===== config.mk =====
export PLATFORM = sky130hd
export DESIGN_NAME = regulator_fault_supervisor
export DESIGN_NICKNAME = d
export VERILOG_FILES = /design/src/rtl/fault_supervisor_pkg.sv /design/src/rtl/regulator_fault_supervisor.sv /design/src/rtl/second_tick.sv
export SDC_FILE = /design/constraint.sdc
export NUM_CORES = 1
export LEC_CHECK = 0
export ABC_AREA = 1
export BUFFER_PORTS_ARGS = -buffer_cell sky130_fd_sc_hd__buf_4
export CORE_MARGIN = 2
export CORE_UTILIZATION = 36
export DETAILED_ROUTE_END_ITERATION = 12
export SKIP_LAST_GASP = 1
export SYNTH_ARGS = -nofsm -noshare
export SYNTH_HDL_FRONTEND = slang
export SYNTH_SLANG_ARGS = --single-unit

===== constraint.sdc =====
create_clock -name i_ref_clk -period 18 [get_ports i_ref_clk]
set_input_delay 1.8 -clock i_ref_clk [delete_from_list [all_inputs] [get_ports i_ref_clk]]
set_output_delay 1.8 -clock i_ref_clk [all_outputs]
set_load 0.005 [all_outputs]

===== src/rtl/fault_supervisor_pkg.sv =====
package fault_supervisor_pkg;
	// clock: 40 MHz
	localparam int unsigned CLK_HZ = 40000000;
	localparam int unsigned LINK_DELAY_S = 30;
	localparam int unsigned FALLBACK_RETURN_S = 10;
	// catch-up factor 2.5 kept as 5/2
	localparam int unsigned CATCHUP_NUM = 5;
	localparam int unsigned CATCHUP_DEN = 2;
	localparam int unsigned PULSE_MS = 500;
	localparam int unsigned PULSE_CYCLES = CLK_HZ / 1000 * PULSE_MS;
	localparam logic [6:0] TAP_ERROR_CODE = 7'h63;
	localparam logic [3:0] BCD_EIGHT_FOUR = 4'hc;
	localparam int unsigned BLINK_CYCLES = CLK_HZ / 4;
	localparam logic [1:0] DIR_UP = 2'h1;
	localparam logic [1:0] DIR_DOWN = 2'h2;
endpackage


===== src/rtl/regulator_fault_supervisor.sv =====
// Function
// (RQ1) link fault only when parallel or tracker active
// (RQ2) link fault delayed, adjustable, default 30s
// (RQ3) expansion check only when monitoring enabled
// (RQ4) service LED blinks during expansion fault
// (RQ5) expansion fault clears when configuration matches
// (RQ6) runtime fault when in-operation exceeds maximum
// (RQ7) steady runtime output while unacknowledged
// (RQ8) runtime ack: manual-auto, good tap, key
// (RQ9) still running after ack: refault after maximum
// (RQ10) pulsed runtime output for breaker trip
// (RQ11) tap fault: wrong direction, multi-step, none
// (RQ12) tap fault ack: manual-auto or key
// (RQ13) position 99 on invalid decode
// (RQ14) real position returns once decode valid
// (RQ15) group fault: follower misses 2.5x window
// (RQ16) catch-up window multiple after parallel start
// (RQ17) group fault on circulating current or difference
// (RQ18) group ack: manual-auto or parallel disabled
// (RQ19) group fault forces manual mode
// (RQ20) switch fault when open equals closed
// (RQ21) switch fault clears when inputs consistent
// (RQ22) fallback flag on peer loss, clears 10s after; code sets it only on peer loss with parallel and minimisation both on
// (RQ23) count, address, type mismatch is expansion fault
//
// The address-and-strobe port and the placing of the registers were decided locally.
`timescale 1ns/1ps
`default_nettype none
module regulator_fault_supervisor #(
	parameter int unsigned TICK_CYCLES = fault_supervisor_pkg::CLK_HZ,
	parameter int unsigned N_SWITCH = 4,
	parameter int unsigned CFG_W = 16
) (
	// clock and reset
	input wire logic i_ref_clk,
	input wire logic i_srst,
	// register port
	input wire logic [3:0] i_addr,
	input wire logic [15:0] i_wdata,
	input wire logic i_wr,
	input wire logic i_rd,
	output logic [15:0] o_rdata,
	// operating state
	input wire logic i_auto_mode,
	input wire logic i_parallel_on,
	input wire logic i_tracker_on,
	input wire logic i_master_follower,
	input wire logic i_minimisation,
	input wire logic i_regulator_view,
	input wire logic i_acknowledge_key,
	// peer link and expansion port
	input wire logic i_regulator_link_ok,
	input wire logic [CFG_W-1:0] i_expansion_port_cfg,
	// drive and tap feedback
	input wire logic i_drive_in_operation,
	input wire logic i_tap_cmd,
	input wire logic [1:0] i_tap_cmd_dir,
	input wire logic i_tap_settled,
	input wire logic [6:0] i_tap_decoded,
	input wire logic [3:0] i_bcd_low_digit,
	input wire logic i_current_out_of_limits,
	input wire logic i_resistance_too_high,
	input wire logic [6:0] i_master_tap,
	input wire logic i_circ_current_over,
	input wire logic i_tap_diff_over,
	// switch feedback
	input wire logic [N_SWITCH-1:0] i_breaker_position_input,
	input wire logic [N_SWITCH-1:0] i_breaker_open_input,
	// fault outputs
	output logic o_link_loss_fault,
	output logic o_expansion_port_fault,
	output logic o_service_led,
	output logic o_drive_runtime_fault,
	output logic o_drive_fault_steady_out,
	output logic o_drive_fault_pulse_out,
	output logic o_tap_step_fault,
	output logic [6:0] o_tap_position,
	output logic o_parallel_group_fault,
	output logic o_force_manual,
	output logic [N_SWITCH-1:0] o_switch_feedback_fault,
	output logic o_fallback_program_active
);
	// =========================================
	// register map
	localparam logic [3:0] A_LINK_DELAY = 4'h0;
	localparam logic [3:0] A_MAX_RUN = 4'h1;
	localparam logic [3:0] A_START_MULT = 4'h2;
	localparam logic [3:0] A_EXP_CTRL = 4'h3;
	localparam logic [3:0] A_STATUS = 4'h4;
	localparam logic [3:0] A_TAP = 4'h5;
	localparam logic [15:0] MAX_RUN_RESET = 16'h000a;
	localparam logic [15:0] START_MULT_RESET = 16'h0005;
	logic tick;
	second_tick #(.CYCLES(TICK_CYCLES)) u_tick (
		.i_ref_clk(i_ref_clk),
		.i_srst(i_srst),
		.o_tick(tick)
	);

	logic [15:0] link_delay;
	logic [15:0] max_run;
	logic [15:0] start_mult;
	logic exp_monitor;
	logic [CFG_W-1:0] exp_target;
	logic exp_set;
	assign exp_set = i_wr && (i_addr == A_EXP_CTRL) && i_wdata[1];
	always_ff @(posedge i_ref_clk) begin
		if (i_srst) begin
			link_delay <= 16'(fault_supervisor_pkg::LINK_DELAY_S); // [RQ2]
			max_run <= MAX_RUN_RESET;
			start_mult <= START_MULT_RESET;
			exp_monitor <= 1'b0;
		end else if (i_wr) begin
			case (i_addr)
				A_LINK_DELAY: link_delay <= i_wdata;
				A_MAX_RUN: max_run <= i_wdata;
				A_START_MULT: start_mult <= i_wdata;
				A_EXP_CTRL: exp_monitor <= i_wdata[0] | i_wdata[1]; // target loads same edge
				default: ;
			endcase
		end
	end
	always_ff @(posedge i_ref_clk) begin
		if (i_srst) begin
			exp_target <= '0;
		end else if (exp_set) begin
			exp_target <= i_expansion_port_cfg;
		end
	end
	always_ff @(posedge i_ref_clk) begin
		if (i_srst) begin
			o_rdata <= 16'h0;
		end else if (i_rd) begin
			case (i_addr)
				A_LINK_DELAY: o_rdata <= link_delay;
				A_MAX_RUN: o_rdata <= max_run;
				A_START_MULT: o_rdata <= start_mult;
				A_EXP_CTRL: o_rdata <= {15'h0, exp_monitor};
				A_STATUS: o_rdata <= {6'h0, o_fallback_program_active, |o_switch_feedback_fault,
					o_force_manual, o_parallel_group_fault, o_tap_step_fault,
					o_drive_runtime_fault, o_expansion_port_fault, o_link_loss_fault,
					i_regulator_link_ok, i_drive_in_operation};
				A_TAP: o_rdata <= {9'h0, o_tap_position};
				default: o_rdata <= 16'h0;
			endcase
		end else begin
			o_rdata <= 16'h0;
		end
	end

	// =========================================
	// common acknowledge events
	logic auto_d;
	always_ff @(posedge i_ref_clk) begin
		auto_d <= i_auto_mode; // no reset: avoids a false manual-to-auto edge
	end
	logic to_auto;
	logic key_ack;
	assign to_auto = i_auto_mode & ~auto_d;
	assign key_ack = i_acknowledge_key & i_regulator_view;

	// =========================================
	// link loss
	logic [15:0] link_secs;
	logic link_watch;
	assign link_watch = i_parallel_on | i_tracker_on; // [RQ1]
	always_ff @(posedge i_ref_clk) begin
		if (i_srst || !link_watch || i_regulator_link_ok) begin
			link_secs <= 16'h0;
			o_link_loss_fault <= 1'b0;
		end else if (link_secs >= link_delay) begin
			o_link_loss_fault <= 1'b1; // [RQ2]
		end else if (tick) begin
			link_secs <= link_secs + 16'h1;
		end
	end

	// =========================================
	// expansion port
	logic [24:0] blink_cnt;
	logic blink;
	always_ff @(posedge i_ref_clk) begin
		if (i_srst) begin
			o_expansion_port_fault <= 1'b0;
		end else begin
			o_expansion_port_fault <= exp_monitor && (i_expansion_port_cfg != exp_target); // [RQ3] [RQ5] [RQ23]
		end
	end
	always_ff @(posedge i_ref_clk) begin
		if (i_srst || blink_cnt == 25'(fault_supervisor_pkg::BLINK_CYCLES - 1)) begin
			blink_cnt <= 25'h0;
		end else begin
			blink_cnt <= blink_cnt + 25'h1;
		end
	end
	always_ff @(posedge i_ref_clk) begin
		if (i_srst) begin
			blink <= 1'b1; // lit from reset, so a fault soon after reset shows at once; a later one may wait up to half a period
		end else if (blink_cnt == 25'(fault_supervisor_pkg::BLINK_CYCLES - 1)) begin
			blink <= ~blink;
		end
	end
	assign o_service_led = o_expansion_port_fault & blink; // [RQ4]

	// =========================================
	// drive runtime
	logic [15:0] run_secs;
	logic good_step;
	logic [25:0] pulse_cnt;
	always_ff @(posedge i_ref_clk) begin
		if (i_srst || !i_drive_in_operation) begin
			run_secs <= 16'h0;
		end else if (run_secs >= max_run) begin
			run_secs <= 16'h0; // restart so refault needs a further full time [RQ9]
		end else if (tick) begin
			run_secs <= run_secs + 16'h1;
		end
	end
	logic run_over;
	assign run_over = i_drive_in_operation && run_secs >= max_run; // [RQ6]
	always_ff @(posedge i_ref_clk) begin
		if (i_srst) begin
			o_drive_runtime_fault <= 1'b0;
		end else if (run_over) begin
			o_drive_runtime_fault <= 1'b1; // set wins over ack
		end else if (to_auto || good_step || key_ack) begin
			o_drive_runtime_fault <= 1'b0; // [RQ8]
		end
	end
	assign o_drive_fault_steady_out = o_drive_runtime_fault; // [RQ7]
	always_ff @(posedge i_ref_clk) begin
		if (i_srst) begin
			pulse_cnt <= 26'h0;
		end else if (run_over) begin
			pulse_cnt <= 26'(fault_supervisor_pkg::PULSE_CYCLES); // [RQ10]
		end else if (pulse_cnt != 26'h0) begin
			pulse_cnt <= pulse_cnt - 26'h1;
		end
	end
	assign o_drive_fault_pulse_out = (pulse_cnt != 26'h0);

	// =========================================
	// tap step check and position decode
	logic pos_bad;
	logic [6:0] pos_at_cmd;
	logic pending;
	logic step_bad;
	assign pos_bad = ((i_bcd_low_digit & fault_supervisor_pkg::BCD_EIGHT_FOUR)
		== fault_supervisor_pkg::BCD_EIGHT_FOUR) | i_current_out_of_limits
		| i_resistance_too_high; // [RQ13]
	always_ff @(posedge i_ref_clk) begin
		if (i_srst) begin
			o_tap_position <= 7'h0;
		end else begin
			o_tap_position <= pos_bad ? fault_supervisor_pkg::TAP_ERROR_CODE : i_tap_decoded; // [RQ14]
		end
	end
	always_ff @(posedge i_ref_clk) begin
		if (i_srst) begin
			pending <= 1'b0;
			pos_at_cmd <= 7'h0;
		end else if (i_tap_cmd) begin
			pending <= 1'b1;
			pos_at_cmd <= o_tap_position;
		end else if (i_tap_settled) begin
			pending <= 1'b0;
		end
	end
	always_comb begin
		step_bad = 1'b1;
		if (i_tap_cmd_dir == fault_supervisor_pkg::DIR_UP) begin
			step_bad = (o_tap_position != pos_at_cmd + 7'h1);
		end else if (i_tap_cmd_dir == fault_supervisor_pkg::DIR_DOWN) begin
			step_bad = (o_tap_position != pos_at_cmd - 7'h1);
		end
	end
	assign good_step = pending & i_tap_settled & ~step_bad;
	always_ff @(posedge i_ref_clk) begin
		if (i_srst) begin
			o_tap_step_fault <= 1'b0;
		end else if (pending && i_tap_settled && step_bad) begin
			o_tap_step_fault <= 1'b1; // [RQ11]
		end else if (to_auto || key_ack) begin
			o_tap_step_fault <= 1'b0; // [RQ12]
		end
	end

	// =========================================
	// parallel group
	logic par_d;
	logic just_started;
	logic [19:0] catch_secs;
	logic [19:0] window;
	always_ff @(posedge i_ref_clk) begin
		if (i_srst) begin
			par_d <= 1'b0;
			just_started <= 1'b0;
		end else begin
			par_d <= i_parallel_on;
			if (i_parallel_on && !par_d) begin
				just_started <= 1'b1;
			end else if (i_tap_decoded == i_master_tap) begin
				just_started <= 1'b0;
			end
		end
	end
	always_comb begin
		if (just_started) begin
			window = 20'(start_mult * max_run); // [RQ16]
		end else begin
			window = 20'((max_run * fault_supervisor_pkg::CATCHUP_NUM)
				/ fault_supervisor_pkg::CATCHUP_DEN); // [RQ15]
		end
	end
	always_ff @(posedge i_ref_clk) begin
		if (i_srst || !i_parallel_on || !i_master_follower || i_tap_decoded == i_master_tap) begin
			catch_secs <= 20'h0;
		end else if (tick && catch_secs <= window) begin
			catch_secs <= catch_secs + 20'h1;
		end
	end
	always_ff @(posedge i_ref_clk) begin
		if (i_srst) begin
			o_parallel_group_fault <= 1'b0;
		end else if (i_parallel_on && ((catch_secs > window)
			|| (i_master_follower && i_circ_current_over)
			|| (i_minimisation && i_tap_diff_over))) begin
			o_parallel_group_fault <= 1'b1; // [RQ15] [RQ17]
		end else if (to_auto || !i_parallel_on) begin
			o_parallel_group_fault <= 1'b0; // [RQ18]
		end
	end
	assign o_force_manual = o_parallel_group_fault; // [RQ19]

	// =========================================
	// switch feedback, one lane per switch
	genvar g;
	generate
		for (g = 0; g < N_SWITCH; g++) begin : g_sw
			always_ff @(posedge i_ref_clk) begin
				if (i_srst) begin
					o_switch_feedback_fault[g] <= 1'b0;
				end else begin
					o_switch_feedback_fault[g] <= ~(i_breaker_position_input[g]
						^ i_breaker_open_input[g]); // [RQ20] [RQ21]
				end
			end
		end
	endgenerate

	// =========================================
	// fallback program
	logic [15:0] back_secs;
	always_ff @(posedge i_ref_clk) begin
		if (i_srst) begin
			o_fallback_program_active <= 1'b0;
			back_secs <= 16'h0;
		end else if (i_parallel_on && i_minimisation && !i_regulator_link_ok) begin
			o_fallback_program_active <= 1'b1; // [RQ22]
			back_secs <= 16'h0;
		end else if (o_fallback_program_active) begin
			if (back_secs >= 16'(fault_supervisor_pkg::FALLBACK_RETURN_S)) begin
				o_fallback_program_active <= 1'b0; // [RQ22]
			end else if (tick) begin
				back_secs <= back_secs + 16'h1;
			end
		end
	end
endmodule
`default_nettype wire


===== src/rtl/second_tick.sv =====
`timescale 1ns/1ps
`default_nettype none
module second_tick #(
	parameter int unsigned CYCLES = 40000000
) (
	// clock and reset
	input wire logic i_ref_clk,
	input wire logic i_srst,
	// tick
	output logic o_tick
);
	logic [31:0] count;
	always_ff @(posedge i_ref_clk) begin
		if (i_srst || count == CYCLES - 1) begin
			count <= 32'h0;
		end else begin
			count <= count + 32'h1;
		end
	end
	assign o_tick = (count == CYCLES - 1);
endmodule
`default_nettype wire


# Word level (Yosys, flattened, before mapping)
# Cells that the tools add are included.
[word_totals] ff_bits=261 inputBits=83 output_inout_bits=37 elab_cells=158
[op_classes] add_sub_neg=9 mul=2 order_cmp=5 n_eq_ne=14 n_mux=20 bitwise=23 reduce_logical=53
[ops] cell="$pmux W16 S6" count=1
[ops] cell="$mux W25" count=2
[ops] cell="$add A16 B1 Y16 const B" count=3
[ops] cell="$add A32 B1 Y32 const B" count=1
[ops] cell="$eq A32 B26 Y1 const B" count=1
[ops] cell="$ge A16 B16 Y1" count=2
[ops] cell="$reduce_bool A26 Y1" count=1
[ops] cell="$sub A26 B1 Y26 const B" count=1
[ops] cell="$add A25 B1 Y25 const B" count=1
[ops] cell="$eq A25 B24 Y1 const B" count=1
[ops] cell="$add A20 B1 Y20 const B" count=1
[ops] cell="$gt A20 B20 Y1" count=1
[ops] cell="$le A20 B20 Y1" count=1
[ops] cell="$mul A16 B16 Y20" count=1
[ops] cell="$mux W20" count=1
[ops] cell="$mul A16 B3 Y19 const B" count=1
[ops] cell="$ge A16 B4 Y1 const B" count=1
[ops] cell="$ne A16 B16 Y1" count=1
[ops] cell="$mux W1" count=15
[ops] cell="$logic_or A1 B1 Y1" count=14
[ops] cell="$ne A7 B7 Y1" count=2
[ops] cell="$logic_and A1 B1 Y1" count=13
[ops] cell="$reduce_bool A2 Y1" count=6
[ops] cell="$not A1 Y1" count=10
[ops] cell="other kinds (18)" count=44

# Longest topological paths before layout
# Gate-level depths: netlist of the first run.
[logic_depth] word_depth=10 depth_mapped=38 depth_no_buf=36

# Hierarchy
# From an unflattened synthesis of the first run, not the netlist that was laid out.
[hier_totals] cells_unflattened=2974 hier_area_um2=20833.7
[by_module_without_submodules] module="regulator_fault_supervisor" instances=1 cells_per_inst=2672 area_each_um2=18971.9 seq_area_each_um2=4584.4
[by_module_without_submodules] module="second_tick" instances=1 cells_per_inst=302 area_each_um2=1861.8 seq_area_each_um2=640.6

# Worst setup path before layout of the first run
# No wires, ideal clock.
[synth_path] kind="reg2reg" from="reg start_mult[5]" to="reg catch_secs[0]" setup_ns=0.070 arrival_ns=6.560 required_time_ns=17.930 setup_slack_ns=11.369 path_stages_with_launch=35 n_path_buf=3 period_less_slack_ns=6.631 cell_sequence="dfxtp_1 -> clkbuf_1 -> clkbuf_1 -> nand2_1 -> fa_1 -> inv_1 -> fa_1 -> inv_1 -> fa_1 -> inv_1 -> fa_1 -> fa_1 -> inv_1 -> fa_1 -> inv_1 -> ha_1 -> a21o_1 -> nor2_1 -> o21ai_0 -> a21oi_1 -> inv_1 -> nand3_1 -> nand3_1 -> ha_1 -> nand2_1 -> inv_1 -> nand4_1 -> nor2_1 -> nand2_1 -> nand3_1 -> nand2_1 -> nand2_1 -> clkbuf_1 -> nand2_1 -> a21oi_1"
[synth_via] elab_chain_len=4
[synth_lines] element="start, declared" line_no="regulator_fault_supervisor.sv:102" text="logic [15:0] start_mult;"
[synth_lines] element="start signal, assigned" line_no="regulator_fault_supervisor.sv:117" text="A_START_MULT: start_mult <= i_wdata;"
[synth_lines] element="$mul A16 B16 Y20" line_no="regulator_fault_supervisor.sv:309" text="window = 20'(start_mult * max_run);"
[synth_lines] element="$mux W20" line_no="regulator_fault_supervisor.sv:308" text="if (just_started) begin"
[synth_lines] element="$le A20 B20 Y1" line_no="regulator_fault_supervisor.sv:318" text="end else if (tick && catch_secs <= window) begin"
[synth_lines] element="$logic_and A1 B1 Y1" line_no="regulator_fault_supervisor.sv:318"
[synth_lines] element="end signal, assigned" line_no="regulator_fault_supervisor.sv:319" text="catch_secs <= catch_secs + 20'h1;"
[synth_lines] element="end, declared" line_no="regulator_fault_supervisor.sv:292" text="logic [19:0] catch_secs;"
# No other way between the ends.
# A chain may end at the register's enable or synchronous reset.

# Worst setup path after layout of the first run
[layout_path] from="reg start_mult[4]" to="reg catch_secs[1]"
# Same word-level chain as after synthesis.

==> metrics.txt, run 1 <==
gr usage total 0.188; Die W 245 um; Startpoint Class register; maximum vdd ir drop 0.0000666 V; main flop type after synthesis dfxtp_1; worst setup path class reg -> reg; maxcap violations 0; most used cell along the critical path fa_1; Syn Std Cell Area 20900 um^2; count of cell types in the netlist 49; worst-path fanout max 22; postcts setup bufs 0; PD cells 70.6 nW/um^2; Reg2Reg Setup Slack 9390 ps; Clock Latency Late Sink 560 ps; share of layout cells above drive strength 1 0.0682; Routed wire per std cell 14.3 um; post-synthesis sequential area ratio 0.250; I/O Buffers 117; share of synthesized registers carrying an async set or reset 0; Mapped Nets 3397; nets 3463; slowest CP cell dfxtp_1; Worst setup EP type register; area occupied by multi-input gates 13200 um^2; status finished clean; syn avg cell area 6.89 um^2; number of gates resized after cts 0; worst path bufs/invs 5; Die Area 60000 um^2; fin crit share 0.478; Power Total 1650 uW; initial core utilization 0.363; GPL Wtd Cong 0.906; actual slew at the worst max-slew pin 1110 ps; CTS Hold Bufs 0; Core Util, Final 0.407; TritonCTS buffer count 27; I/O pin count 120; CP delay by family, top adder cells; Pleak 0.0110 uW; ANT nets after route 0; RSZ-0062 raised after global routing false; worst hold path type reg -> reg; setup violators final 0; area grow syn2layout 12.0%; dpl hpwl 43.3 mm; Worst EP arrival 8990 ps; min Tclk post-route 8610 ps; clk slew on worst S/H paths 70 ps; Peak Freq 0.116 GHz; DRT iter0 DRCs 1147; row cnt 88; Register Area 5230 um^2; Root Buffer clkbuf_16; FF+latch count, synth 261; vias in the first global route 17942; fin. max-slew vios 0; Final Hold Fails 0; largest net degree at the start of global routing 64; initial antenna violation count 1; first-pass GRT wire length 92.8 mm; clock skew 20.9 ps; Yosys warnings 0; GRT overflow 0; CTS tree done; relative slew slack 0.256; Vert. Die Dim 245 um; via/cell ratio 4.85; final worst slack 9390 ps; cell count after placement 3837; DR vias 18871; final cell count without fillers 3887; first-pass iteration count of the detailed router 5; critical path data required time 18380 ps; Residual DRC 0; Max stage delay on crit path 1030 ps; Post-synth EDFFs 0; FILL cells 6009; clock buffer depth 3; Clock Sinks 261; cells after synthesis 3035; H-Tree Depth 1; Place WS 9410 ps; total core area 57600 um^2; TNS Setup 0 ps; final WL 55.7 mm
-- kinds of logic (layout without fill, tap and decap cells) --
logic type      count (synthesis)  in the layout  synth area share
compound gates                410            410             0.105
xor+xnor                       92             92            0.0392
fa+ha+maj                     279            279             0.214
buf+inv                       657            743             0.119
flops                         261            261             0.250
mux                             2              2          0.000957
other cells                     0              1                 0
simple gates                 1334           1334             0.271
-- per-layer routing --
layer / up-vias / GRT usage / wire length, um
met3: 67 / 0.0281 / 3360
met1: 8648 / 0.262 / 26200
met5: - / 0 / 0
li1: 9697 / - / -
met2: 459 / 0.305 / 25100
met4: 0 / 0.0430 / 1050
-- state kept, by name, summed over array words and instances, names as in the netlist, 20 cells and up --
signal	cells
u_tick.count	32
pulse_cnt	26
catch_secs	20
blink_cnt	25
-- final timing paths --
| check | endpoint | startpoint | depth (start not counted) |
|---|---|---|---|
| worst max-delay path | catch_secs[1] | start_mult[4] | 28 |
| worst max register to register | catch_secs[1] | start_mult[4] | 28 |
| worst min register to register | just_started | par_d | 1 |
| worst min-delay path | just_started | par_d | 1 |
-- Yosys cell counts (all sizes together), types with 2 or more instances --
cell type	number	area share
nand2	713	0.13
inv	559	0.10
nor2	281	0.052
dfxtp	261	0.25
a21oi	220	0.053
nand3	155	0.037
ha	147	0.088
fa	132	0.13
o21ai	125	0.030
clkbuf	86	0.015
nor3	66	0.017
nand4	52	0.016
xor2	49	0.021
xnor2	42	0.018
nor4	25	0.0075
or2	18	0.0054
o22ai	14	0.0042
nand3b	11	0.0039
nor3b	11	0.0042
buf	10	0.0032
o21a	9	0.0032
o211ai	8	0.0029
a211oi	6	0.0022
o221ai	6	0.0025
a21o	4	0.0014
a31oi	4	0.0012
o21bai	4	0.0014
o31ai	4	0.0014
a221oi	2	0.00084
and3	2	0.00060
clkinv	2	0.00036
mux2i	2	0.00096
-- placed cells by master, fill, tap and decap left out, types with 5 or more instances in the layout --
cell       count
nor2_1       275
o22ai_1       14
clkbuf_8       6
o21a_1         9
inv_1        555
clkbuf_16     27
nor4_1        25
nand3b_1      11
ha_1         147
dfxtp_1      261
buf_4        133
xnor2_1       42
nor3b_1       10
or2_2         17
fa_1         132
o211ai_1       8
clkinv_2       5
a21oi_1      220
o221ai_1       6
nand4_1       51
nor3_1        64
xor2_1        49
nand2_1      710
o21ai_0      125
a211oi_1       6
nand3_1      155
-- final cells by class --
cell class / count / area share
multi-input cells: 2117 / 0.563
flip-flops and latches: 261 / 0.223
inverters: 561 / 0.0899
repair buffers: 133 / 0.0426
well taps: 765 / 0.0409
clock buffers: 36 / 0.0328
clock inverters: 13 / 0.00758
diodes: 1 / 0.000107
-- power by group --
group	switching [uW]	total, uW	internal, uW
sequential	27.7	639	611
clock	242	600	358
combinational	265	414	150
total	535	1650	1120
-- through the flow --
step           hold WS (ps)  area (um^2)
6_report                423        23400
3_5_place_dp            418        22500
2_1_floorplan           404        20900
3_3_place_gp            411        22500
4_1_cts                 427        23400
5_1_grt                 432        23400
Note: power is estimated with default switching activity, not from simulation.
==> inputs of run 2 (changes only) <==
==> constraint.sdc (replaced) <==
create_clock -name i_ref_clk -period 8 [get_ports i_ref_clk]
set_input_delay 0.8 -clock i_ref_clk [delete_from_list [all_inputs] [get_ports i_ref_clk]]
set_output_delay 0.8 -clock i_ref_clk [all_outputs]
set_load 0.005 [all_outputs]
==> run 2 against run 1 <==
Against the previous run:
- design area rose by 0.44%
- die area did not move
- sequential share of layout area fell by 0.093 points
- combinational power rose by 130%
- maximum frequency rose by 16%
- power rose by 120%
- sequential power rose by 130%
- critical path depth rose by 4
- routed wire length rose by 1.7%
- global-route usage rose by 0.11 points
- critical endpoint is now catch_secs[2]
- largest cell class unchanged
==> metrics.txt, run 2 (synthesized netlist as in run 1, its figures left out) <==
postcts setup bufs 0; TritonCTS buffer count 28; cell count after placement 3852; GRT overflow 0; share of layout cells above drive strength 1 0.0730; Core Util, Final 0.409; min Tclk post-route 7410 ps; final WL 56.7 mm; I/O Buffers 117; CTS tree done; H-Tree Depth 1; fin. max-slew vios 0; Power Total 3720 uW; clock buffer depth 3; Biggest register u_tick.count; maximum vdd ir drop 0.000187 V; slowest CP cell dfxtp_1; row cnt 88; WHS 356 ps; initial antenna violation count 1; ANT nets after route 0; diodes inserted 0; nets 3479; worst setup path class reg -> reg; top flop regs u_tick.count: 32 flops, pulse_cnt: 26 flops, blink_cnt: 25 flops; Max stage delay on crit path 810 ps; status finished clean; total core area 57600 um^2; Hold Crit Start i_auto_mode; fin crit share 0.926; I/O pin count 120; Die Area 60000 um^2; RSZ-0062 raised after global routing false; Worst EP arrival 7870 ps; worst-path fanout max 20; largest net degree at the start of global routing 74; first-pass GRT wire length 93.3 mm; worst hold path type in -> reg; commonest cells after routing, fill and taps aside nand2_1 (710), inv_1 (555), nor2_1 (275); commonest non-fill, non-tap cell in the layout nand2_1; Reg2Reg Setup Slack 590 ps; vias in the first global route 18079; Pleak 0.0110 uW; area grow syn2layout 12.5%; DRT iter0 DRCs 1200; final cell count without fillers 3903; TNS Setup 0 ps; Clock Latency Late Sink 560 ps; Root Buffer clkbuf_16; Final Hold Fails 0; Worst setup EP type register; reg2reg start max_run[5]; Startpoint Class register; dpl hpwl 44.4 mm; PD cells 158 nW/um^2; R2R depth 32; hold path depth 1; relative slew slack 0.246; clk slew on worst S/H paths 60 ps; worst path bufs/invs 8; max reg flops 32; RR Endpoint catch_secs[2]; actual slew at the worst max-slew pin 1130 ps; first-pass iteration count of the detailed router 5; maxcap violations 0; critical path data required time 8460 ps; Vert. Die Dim 245 um; DR vias 18841; CP delay by family, top adder cells; Die W 245 um; gr usage total 0.189; Routed wire per std cell 14.5 um; Residual DRC 0; Clock Sinks 261; setup violators final 0; Hold EP auto_d; initial core utilization 0.363; Peak Freq 0.135 GHz; GPL Wtd Cong 0.869; via/cell ratio 4.83; clock skew 15.0 ps
run 2: final cells by class:
class	instances	area, um^2
Clock inverter	14	154
Multi-Input combinational cell	2117	13200
Clock buffer	37	786
Tap cell	765	957
Sequential cell	261	5230
Fill cell	6081	34100
Inverter	561	2110
Timing Repair Buffer	148	1110
run 2: repair_timing:
action                     in CTS  in global routing
gates resized for setup         0                  1
hold buffers                    0                  0
setup endpoints to repair       0                 20
run 2: how the worst max path moves through the flow:
stage,start,endpoint,slack [ps],depth (start not counted)
floorplan,start_mult[5],catch_secs[0],1370,34
global placement,max_run[6],catch_secs[4],500,28
detailed placement,max_run[6],catch_secs[4],430,30
CTS,max_run[6],catch_secs[4],420,30
global route,max_run[5],catch_secs[18],50,32
finish,max_run[5],catch_secs[2],590,32
run 2: metal layers:
metal	share of wire	track usage	routed length, um	vias up
met4	0.015	0.0344	878	2
met3	0.062	0.0304	3530	58
met5	0.00023	0	13	-
li1	-	-	-	9723
met1	0.48	0.262	27000	8631
met2	0.44	0.311	25200	427
run 2: power breakdown:
part	internal, uW	switching [uW]
logic	338	595
clock network	787	557
registers	1380	64.7
run 2: metrics by stage:
| stage | instance area [um^2] | setup slack, ps |
|---|---|---|
| after floorplan | 20900 | 1370 |
| after global placement | 22600 | 504 |
| after detailed placement | 22600 | 429 |
| after CTS | 23500 | 422 |
| after global routing | 23500 | 50.6 |
| final | 23500 | 591 |
